--- src/qu_pkg.sv ---
/*
  Shared constants and types for the four-channel serial transceiver.
  Assumes one 125 MHz system clock and an oscillator pin that runs well
  below a quarter of that rate.
*/
package qu_pkg;

  // channel count and character shape
  localparam int CHANNELS   = 4;
  localparam int CHAR_BITS  = 8;
  localparam int FIFO_DEPTH = 4;

  // system clock period in ns (125 MHz)
  localparam int CLK_PERIOD_NS = 8;

  // oversampling: sixteen oscillator rising edges per bit, sampled at the middle
  localparam logic [3:0] PHASE_LAST = 4'hF;
  localparam logic [3:0] PHASE_MID  = 4'h7;

  // frame: start, eight data bits, stop
  localparam logic [3:0] FRAME_LAST = 4'h9;
  localparam logic [2:0] DATA_LAST  = 3'h7;
  localparam logic       START_BIT  = 1'b0;
  localparam logic       STOP_BIT   = 1'b1;

  // line and flag levels after reset
  localparam logic [3:0] LINE_IDLE  = 4'hF;
  localparam logic       READY_OFF  = 1'b1;

  // one byte lane per channel
  typedef logic [CHANNELS-1:0][CHAR_BITS-1:0] qu_lanes_t;

  // per-channel status flags
  typedef struct packed {
    logic [CHANNELS-1:0] rx_ready;
    logic [CHANNELS-1:0] tx_ready;
  } qu_status_t;

  // receiver sequence, one-hot
  typedef enum logic [3:0] {
    QU_RX_IDLE  = 4'h1,
    QU_RX_START = 4'h2,
    QU_RX_DATA  = 4'h4,
    QU_RX_STOP  = 4'h8
  } qu_rx_state_t;

endpackage : qu_pkg

--- src/qu_top.sv ---
/*
  Four-channel serial transceiver core with a transmit FIFO per channel,
  a receive holding register per channel, local loop-back and combined
  active-low ready outputs.
  Assumes the host logic runs on clk_sys; the serial inputs and the
  oscillator pin are asynchronous and are synchronised here.
*/
// Summary of operation
// - transmit pin stays high in reset, when idle, and when disabled
// - loop-back disables transmit pin and feeds transmit data to receiver
// - loop-back ignores the external receive input
// - one active-low receive-ready output ORs all four channels
// - receive-ready goes low when any channel holds a character
// - receive-ready returns high when no character remains anywhere
// - one active-low transmit-ready output ORs all four channels
// - transmit-ready low while any channel has a free location
// - transmit-ready high only in reset or when all channels are full
// - each channel's own receive readiness is visible to the host
// - each channel's own transmit readiness is visible to the host
// - bit timing comes from oscillator input; buffered copy driven out
// - reset clears all state and forces outputs to reset levels
`timescale 1ns/100ps
`default_nettype none

module qu_fifo
  import qu_pkg::*;
#(
  parameter int WIDTH = 8,
  parameter int DEPTH = 4
) (
  input  wire logic             clk_sys,   // system clock
  input  wire logic             reset_n,   // async reset, active low
  input  wire logic             in_valid,  // writer offers a word
  input  wire logic [WIDTH-1:0] in_data,   // word offered
  output var  logic             in_ready,  // a free location exists
  output var  logic             out_valid, // a word is waiting
  output var  logic [WIDTH-1:0] out_data,  // oldest word
  input  wire logic             out_ready  // reader takes the word
);

  localparam int AW = $clog2(DEPTH);
  localparam logic [AW-1:0] PTR_LAST  = AW'(DEPTH - 1);
  localparam logic [AW:0]   CNT_FULL  = (AW + 1)'(DEPTH);
  localparam logic [AW:0]   CNT_ONE   = (AW + 1)'(1);
  localparam logic [AW-1:0] PTR_ONE   = AW'(1);

  typedef struct packed {
    logic [DEPTH-1:0][WIDTH-1:0] mem;
    logic [AW-1:0]               wr_ptr;
    logic [AW-1:0]               rd_ptr;
    logic [AW:0]                 count;
    logic                        in_rdy;
    logic                        out_vld;
  } qu_fifo_state_t;

  // empty after reset, so writes are accepted at once
  localparam qu_fifo_state_t FIFO_RESET = '{
    mem:     '0,
    wr_ptr:  '0,
    rd_ptr:  '0,
    count:   '0,
    in_rdy:  1'b1,
    out_vld: 1'b0
  };

  qu_fifo_state_t st;
  qu_fifo_state_t next_st;

  // flags held in flops so the ports carry no logic
  assign in_ready  = st.in_rdy;
  assign out_valid = st.out_vld;
  assign out_data  = st.mem[st.rd_ptr];

  // pointer and count update; push and pop may share a cycle
  always_comb begin
    logic push;
    logic pop;
    push    = in_valid & st.in_rdy;
    pop     = st.out_vld & out_ready;
    next_st = st;
    if (push) begin
      next_st.mem[st.wr_ptr] = in_data;
      next_st.wr_ptr = (st.wr_ptr == PTR_LAST) ? '0 : st.wr_ptr + PTR_ONE;
    end
    if (pop) begin
      next_st.rd_ptr = (st.rd_ptr == PTR_LAST) ? '0 : st.rd_ptr + PTR_ONE;
    end
    if (push && !pop) begin
      next_st.count = st.count + CNT_ONE;
    end else if (pop && !push) begin
      next_st.count = st.count - CNT_ONE;
    end
    next_st.in_rdy  = (next_st.count != CNT_FULL);
    next_st.out_vld = (next_st.count != '0);
  end

  // state register
  always_ff @(posedge clk_sys or negedge reset_n) begin
    if (!reset_n) begin
      st <= FIFO_RESET;
    end else begin
      st <= next_st;
    end
  end

endmodule : qu_fifo

module qu_top
  import qu_pkg::*;
(
  input  wire logic                clk_sys,                    // 125 MHz
  input  wire logic                reset_n,                    // async
  input  wire logic                oscillator_input,           // bit clock
  output var  logic                oscillator_output,          // buffered
  input  wire logic [CHANNELS-1:0] serial_receive_inputs,      // rx pins
  output var  logic [CHANNELS-1:0] serial_transmit_outputs,    // tx pins
  input  wire logic [CHANNELS-1:0] loopback_enable,            // per chan
  input  wire logic [CHANNELS-1:0] transmitter_enable,         // per chan
  input  wire logic [CHANNELS-1:0] host_tx_valid,              // write
  input  wire qu_lanes_t           host_tx_data,               // tx chars
  output var  logic [CHANNELS-1:0] per_channel_transmit_ready, // room
  input  wire logic [CHANNELS-1:0] host_rx_read,               // read
  output var  qu_lanes_t           host_rx_data,               // rx chars
  output var  logic [CHANNELS-1:0] per_channel_receive_ready,  // char held
  output var  logic                combined_receive_ready_n,   // any rx
  output var  logic                combined_transmit_ready_n   // any room
);

  typedef struct packed {
    logic [1:0]                           osc_sync;
    logic                                 osc_prev;
    logic                                 osc_out;
    logic [CHANNELS-1:0]                  rx_meta;
    logic [CHANNELS-1:0]                  rx_sync;
    logic [CHANNELS-1:0]                  tx_busy;
    logic [CHANNELS-1:0][9:0]             tx_shift;
    logic [CHANNELS-1:0][3:0]             tx_bitcnt;
    logic [CHANNELS-1:0][3:0]             tx_phase;
    logic [CHANNELS-1:0]                  tx_pin;
    qu_rx_state_t [CHANNELS-1:0]          rx_state;
    logic [CHANNELS-1:0][3:0]             rx_phase;
    logic [CHANNELS-1:0][2:0]             rx_cnt;
    logic [CHANNELS-1:0][CHAR_BITS-1:0]   rx_shift;
    logic [CHANNELS-1:0][CHAR_BITS-1:0]   rx_hold;
    logic [CHANNELS-1:0]                  rx_full;
    logic                                 rx_rdy_n;
    logic                                 tx_rdy_n;
  } qu_state_t;

  localparam qu_state_t TOP_RESET = '{
    osc_sync:  '0,
    osc_prev:  1'b0,
    osc_out:   1'b0,
    rx_meta:   LINE_IDLE,
    rx_sync:   LINE_IDLE,
    tx_busy:   '0,
    tx_shift:  '0,
    tx_bitcnt: '0,
    tx_phase:  '0,
    tx_pin:    LINE_IDLE,
    rx_state:  '{default: QU_RX_IDLE},
    rx_phase:  '0,
    rx_cnt:    '0,
    rx_shift:  '0,
    rx_hold:   '0,
    rx_full:   '0,
    rx_rdy_n:  READY_OFF,
    tx_rdy_n:  READY_OFF
  };

  qu_state_t st;
  qu_state_t next_st;

  logic [CHANNELS-1:0] fifo_ready;
  logic [CHANNELS-1:0] fifo_valid;
  qu_lanes_t           fifo_data;
  logic [CHANNELS-1:0] tx_pop;

  // one transmit FIFO per channel; a full FIFO stalls the host writer
  genvar g;
  generate
    for (g = 0; g < CHANNELS; g++) begin : g_chan
      qu_fifo #(
        .WIDTH (CHAR_BITS),
        .DEPTH (FIFO_DEPTH)
      ) u_tx_fifo (
        .clk_sys   (clk_sys),
        .reset_n   (reset_n),
        .in_valid  (host_tx_valid[g]),
        .in_data   (host_tx_data[g]),
        .in_ready  (fifo_ready[g]),
        .out_valid (fifo_valid[g]),
        .out_data  (fifo_data[g]),
        .out_ready (tx_pop[g])
      );
    end
  endgenerate

  // own transmit readiness, straight from the FIFO flag flop
  assign per_channel_transmit_ready = fifo_ready;
  assign per_channel_receive_ready  = st.rx_full;
  assign host_rx_data               = st.rx_hold;
  assign serial_transmit_outputs    = st.tx_pin;
  assign oscillator_output          = st.osc_out;
  assign combined_receive_ready_n   = st.rx_rdy_n;
  assign combined_transmit_ready_n  = st.tx_rdy_n;

  // next-state logic for all four channels
  always_comb begin
    logic tick;
    logic tx_line;
    logic rx_line;
    tick    = 1'b0;
    tx_line = 1'b1;
    rx_line = 1'b1;
    next_st = st;
    tx_pop  = '0;

    // oscillator pin synchronised; its rising edge paces all bits
    next_st.osc_sync = {st.osc_sync[0], oscillator_input};
    next_st.osc_prev = st.osc_sync[1];
    // buffered copy, three clocks behind the pin
    next_st.osc_out  = st.osc_sync[1];
    tick = st.osc_sync[1] & ~st.osc_prev;

    // serial inputs pass two flops before anything reads them
    next_st.rx_meta = serial_receive_inputs;
    next_st.rx_sync = st.rx_meta;

    for (int c = 0; c < CHANNELS; c++) begin
      // line level the transmitter produces, before any gating
      tx_line = st.tx_busy[c] ? st.tx_shift[c][0] : STOP_BIT;

      // transmitter: a disabled channel leaves its FIFO untouched
      if (!st.tx_busy[c]) begin
        if (fifo_valid[c] && transmitter_enable[c]) begin
          tx_pop[c]            = 1'b1;
          next_st.tx_shift[c]  = {STOP_BIT, fifo_data[c], START_BIT};
          next_st.tx_busy[c]   = 1'b1;
          next_st.tx_bitcnt[c] = '0;
          next_st.tx_phase[c]  = '0;
        end
      end else if (tick) begin
        next_st.tx_phase[c] = st.tx_phase[c] + 4'h1;
        if (st.tx_phase[c] == PHASE_LAST) begin
          next_st.tx_shift[c] = {STOP_BIT, st.tx_shift[c][9:1]};
          if (st.tx_bitcnt[c] == FRAME_LAST) begin
            next_st.tx_busy[c] = 1'b0;
          end else begin
            next_st.tx_bitcnt[c] = st.tx_bitcnt[c] + 4'h1;
          end
        end
      end

      // pin high when idle or disabled
      // loop-back takes the pin out of use
      if (transmitter_enable[c] && !loopback_enable[c] &&
          next_st.tx_busy[c]) begin
        next_st.tx_pin[c] = next_st.tx_shift[c][0];
      end else begin
        next_st.tx_pin[c] = STOP_BIT;
      end

      rx_line = loopback_enable[c] ? tx_line : st.rx_sync[c];

      // host read clears the flag; a store below wins over it
      if (host_rx_read[c]) begin
        next_st.rx_full[c] = 1'b0;
      end

      // receiver: mid-bit sampling, false starts dropped
      case (st.rx_state[c])
        QU_RX_IDLE: begin
          if (!rx_line) begin
            next_st.rx_state[c] = QU_RX_START;
            next_st.rx_phase[c] = '0;
          end
        end
        QU_RX_START: begin
          if (tick) begin
            next_st.rx_phase[c] = st.rx_phase[c] + 4'h1;
            if (st.rx_phase[c] == PHASE_MID) begin
              if (rx_line) begin
                next_st.rx_state[c] = QU_RX_IDLE;
              end else begin
                next_st.rx_state[c] = QU_RX_DATA;
                next_st.rx_phase[c] = '0;
                next_st.rx_cnt[c]   = '0;
              end
            end
          end
        end
        QU_RX_DATA: begin
          if (tick) begin
            next_st.rx_phase[c] = st.rx_phase[c] + 4'h1;
            if (st.rx_phase[c] == PHASE_LAST) begin
              next_st.rx_shift[c] = {rx_line,
                                     st.rx_shift[c][CHAR_BITS-1:1]};
              next_st.rx_cnt[c]   = st.rx_cnt[c] + 3'h1;
              if (st.rx_cnt[c] == DATA_LAST) begin
                next_st.rx_state[c] = QU_RX_STOP;
              end
            end
          end
        end
        QU_RX_STOP: begin
          if (tick) begin
            next_st.rx_phase[c] = st.rx_phase[c] + 4'h1;
            if (st.rx_phase[c] == PHASE_LAST) begin
              next_st.rx_state[c] = QU_RX_IDLE;
              // a bad stop bit drops the character; overrun overwrites
              if (rx_line) begin
                next_st.rx_hold[c] = st.rx_shift[c];
                next_st.rx_full[c] = 1'b1;
              end
            end
          end
        end
        default: begin
          next_st.rx_state[c] = QU_RX_IDLE;
        end
      endcase
    end

    // low while any character is held
    // follows one clock behind the flags
    next_st.rx_rdy_n = ~|st.rx_full;
    // low while any FIFO has room
    // high only in reset or when all are full
    next_st.tx_rdy_n = ~|fifo_ready;
  end

  always_ff @(posedge clk_sys or negedge reset_n) begin
    if (!reset_n) begin
      st <= TOP_RESET;
    end else begin
      st <= next_st;
    end
  end

endmodule : qu_top

`default_nettype wire

--- config.mk ---
export PLATFORM = sky130hd
export DESIGN_NAME = qu_top
export DESIGN_NICKNAME = d
export VERILOG_FILES = /design/src/qu_pkg.sv /design/src/qu_top.sv
export SDC_FILE = /design/constraint.sdc
export NUM_CORES = 1
export LEC_CHECK = 0
export ABC_AREA = 1
export BUFFER_PORTS_ARGS = -buffer_cell sky130_fd_sc_hd__buf_2
export CELL_PAD_IN_SITES_DETAIL_PLACEMENT = 1
export CELL_PAD_IN_SITES_GLOBAL_PLACEMENT = 2
export CORE_ASPECT_RATIO = 1.75
export CORE_MARGIN = 1.5
export CORE_UTILIZATION = 41
export DETAILED_ROUTE_END_ITERATION = 6
export HOLD_SLACK_MARGIN = 0.02
export MAX_ROUTING_LAYER = met4
export PLACE_DENSITY = 0.82
export SKIP_CTS_REPAIR_TIMING = 1
export SLEW_MARGIN = 20
export SYNTH_ARGS = -nofsm -noshare
export SYNTH_HDL_FRONTEND = slang
export SYNTH_HIERARCHICAL = 1
export SYNTH_SLANG_ARGS = --single-unit
--- constraint.sdc ---
create_clock -name clk_sys -period 3.84 [get_ports clk_sys]
set_input_delay 0.576 -clock clk_sys [delete_from_list [all_inputs] [get_ports clk_sys]]
set_output_delay 0.576 -clock clk_sys [all_outputs]
set_load 0.01 [all_outputs]
==> run metrics <==
fill count 5267; commonest non-fill, non-tap cells in the layout 565 x nand2_1, 347 x dfrtp_1, 220 x o21ai_0; Reg2Reg Depth 7; CTS Buffer Depth 3; CORE AREA 44160 um^2; largest net degree at the start of global routing 100; Worst path most repeated cell nand2_1; CP required 4250 ps; port bufs 101; final instance area 20070 um^2; skew final 17.33 ps; Vias/cell 5.046; syn nets 2185; Slew @ Worst Pin 884.3 ps; Max transition margin 41.05%; Setup Slack @ Placement 1472 ps; Clock Sink Count 369; Critical Path AT 2560 ps; WS Path Type register to register; # IOs 102; CP Launch Type register; synth unique cells 47; Peak Freq 464.9 MHz; Placement Cell Area 18900 um^2; reg2reg setup slack 1690 ps; CP Cell Sequence inv_2 > nor2_8 > nand2_4 > nor2_1 > nor2_2 > nand2_1 > nand2_1; area grow syn2layout 9.398%; DR WL/cell 15.73 um; unrepaired setup endpoints after global routing no; ys flop type dfrtp_1; Crit Path Max Fanout 15; Crit. End Element register; Tcrit/Tclk final 56.01%; cell family with most CP delay simple AND/OR/NAND/NOR gates; DIE HEIGHT 282.8 um; area of the multi-input gates 7432 um^2; Slowest-stage cell, CP nor2_1; HPWL after DPL 30.69 mm; Mapped Cells 2078; routed wire length 43.02 mm; CP bufs+invs 1; first-pass GRT wire length 73.19 mm; remaining antenna violation count 0; EDFF count, synth 0; R2R Path Start next_st[202]$_DFF_PN0_; Seq/Total Area, Yosys 50.48%; initial antenna violation count 1; Max Cap Viol 0; via count 13802; fraction of registers with async set or reset after synthesis 100.0%; DP Cell Count 2670; Initial Util 41.54%; Synth Area per Inst 8.828 um^2; Worst path max stage delay 590 ps; synth warn 6; Hold Path Class input pin to asynchronous set/reset pin; routability cong. 0.7786; Setup TNS Final 0 ps; endpoints failing hold 0; total CTS buffers 37; max-slew violations 0; GRT overflow 0; worst-skew pair later-pin latency 540 ps; minimum clock period 2151 ps; status finished clean; Layout Nets 2244; worst vdd ir 0.4075 mV; P_leak 10.20 nW; total track usage 20.09%; final setup margin 1689 ps; number of global-route vias before repair 14881; non-filler instance count after layout 2735; Detailed Route Iter0 Violations 589; Initial DRT Pass Iterations 4; Die ar. 46070 um^2; Synth Cell Area 18350 um^2; # setup viols final 0; Chip Width 162.9 um; Final Util 45.45%; Worst R2R End st[164]$_DFFE_PN0P_; FP Rows 102; clk slew on worst S/H paths 60 ps; synthesized flop and latch total 369; register area 9261 um^2; DRC viols 0; clock root buffer clkbuf_16; pwr/cell area 705.7 nW/um^2; CTS tree done; H-Tree Depth 2; share of post-route cells with drive strength above 1 16.84%; leading cell type in the layout, fill and taps excluded nand2_1
-- through the flow --
step / power (mW) / hold WS (ps)
after global placement: 10.49 / 346.3
final: 14.16 / 40.64
after CTS: 14.42 / 94.69
after floorplan: 9.503 / 280.4
after global routing: 15.37 / 97.75
after detailed placement: 10.75 / 345.7
-- cell usage after synthesis (3+ instances only) --
cell type / n / area [um^2]
nand2_1: 565 / 2121
dfrtp_1: 347 / 8683
o21ai_0: 220 / 1101
inv_1: 208 / 780.8
nor2_1: 136 / 510.5
nand3_1: 80 / 400.4
o21ai_2: 59 / 516.8
ha_1: 52 / 650.6
buf_4: 47 / 352.8
nand2_2: 37 / 231.5
o22ai_1: 36 / 225.2
a22oi_1: 32 / 240.2
o21ai_1: 29 / 145.1
dfstp_2: 22 / 578.1
buf_6: 21 / 236.5
nand4_1: 18 / 112.6
inv_2: 17 / 63.81
buf_2: 16 / 80.08
xor2_1: 16 / 140.1
a21oi_1: 15 / 75.07
nor2_2: 15 / 93.84
nand2_4: 14 / 157.7
nand3_2: 9 / 90.09
nand3b_1: 9 / 67.56
nor2_4: 9 / 101.4
buf_12: 5 / 100.1
nand2_8: 5 / 100.1
o31ai_1: 5 / 37.54
mux2i_1: 4 / 40.04
o21a_1: 4 / 30.03
o32ai_1: 3 / 26.28
-- power breakdown --
group	switching, mW	total (mW)	internal, mW
clock network	1.51	3.55	2.03
registers	0.944	6.11	5.17
logic	2.90	4.50	1.61
total	5.35	14.2	8.81
-- worst reg2reg max path: stages, from the launching register on --
cell and delay [ps]:
dfrtp_1 430, inv_2 90, nor2_8 390, nand2_4 150, nor2_1 590, nor2_2 210, nand2_1 110, nand2_1 60
-- state kept, by name (all words and copies together), names as in the netlist --
signal / cells
st: 156
per_channel_receive_ready: 4
serial_transmit_outputs: 4
g_chan.u_tx_fifo/st: 156
g_chan.u_tx_fifo/out_valid: 4
g_chan.u_tx_fifo/in_ready: 4
oscillator_output: 1
next_st: 6
host_rx_data: 32
combined_receive_ready_n: 1
combined_transmit_ready_n: 1
-- how the worst max path moves through the flow --
| stage | slack (ps) | endpoint | from | depth (start not counted) |
|---|---|---|---|---|
| global route | 1460 | g_chan[3].u_tx_fifo/out_valid$_DFF_PN0_ | st[193]$_DFF_PN0_ | 8 |
| finish | 1690 | st[164]$_DFFE_PN0P_ | next_st[202]$_DFF_PN0_ | 7 |
| detailed placement | 1470 | g_chan[3].u_tx_fifo/out_valid$_DFF_PN0_ | transmitter_enable[3] | 10 |
| floorplan | 1930 | g_chan[2].u_tx_fifo/out_valid$_DFF_PN0_ | transmitter_enable[2] | 10 |
| CTS | 1640 | st[164]$_DFFE_PN0P_ | next_st[202]$_DFF_PN0_ | 7 |
| global placement | 1530 | g_chan[3].u_tx_fifo/out_valid$_DFF_PN0_ | transmitter_enable[3] | 10 |
-- kinds of logic (layout without fill, tap and decap cells) --
logic type | count (synthesis) | after routing | synth area share (%)
and+or+nand+nor | 909 | 909 | 22.55
AOI/OAI and AO/OA | 408 | 408 | 13.34
DFF | 369 | 369 | 50.48
buffers and inverters | 318 | 402 | 9.003
adders and majority gates | 52 | 52 | 3.547
xor gates and xnor gates | 18 | 18 | 0.8594
muxes | 4 | 4 | 0.2183
other | 0 | 1 | 0
-- per-layer routing --
| metal | wire length, um | up-vias | global-route usage [%] |
|---|---|---|---|
| met5 | 0 | - | - |
| met4 | 996 | 0 | 5.763 |
| met3 | 1113 | 60 | 2.529 |
| met2 | 23760 | 151 | 38.21 |
| met1 | 17160 | 6790 | 21.49 |
| li1 | - | 6801 | - |
-- cell type report --
cell class	instances	area share, %
Inverter	225	4.208
Multi-Input combinational cell	1391	37.03
Timing Repair Buffer	113	3.204
Clock buffer	59	5.686
Tap cell	572	3.566
Antenna cell	1	0.01247
Clock inverter	5	0.1434
Sequential cell	369	46.15
Power figures use the tool's default switching activity.
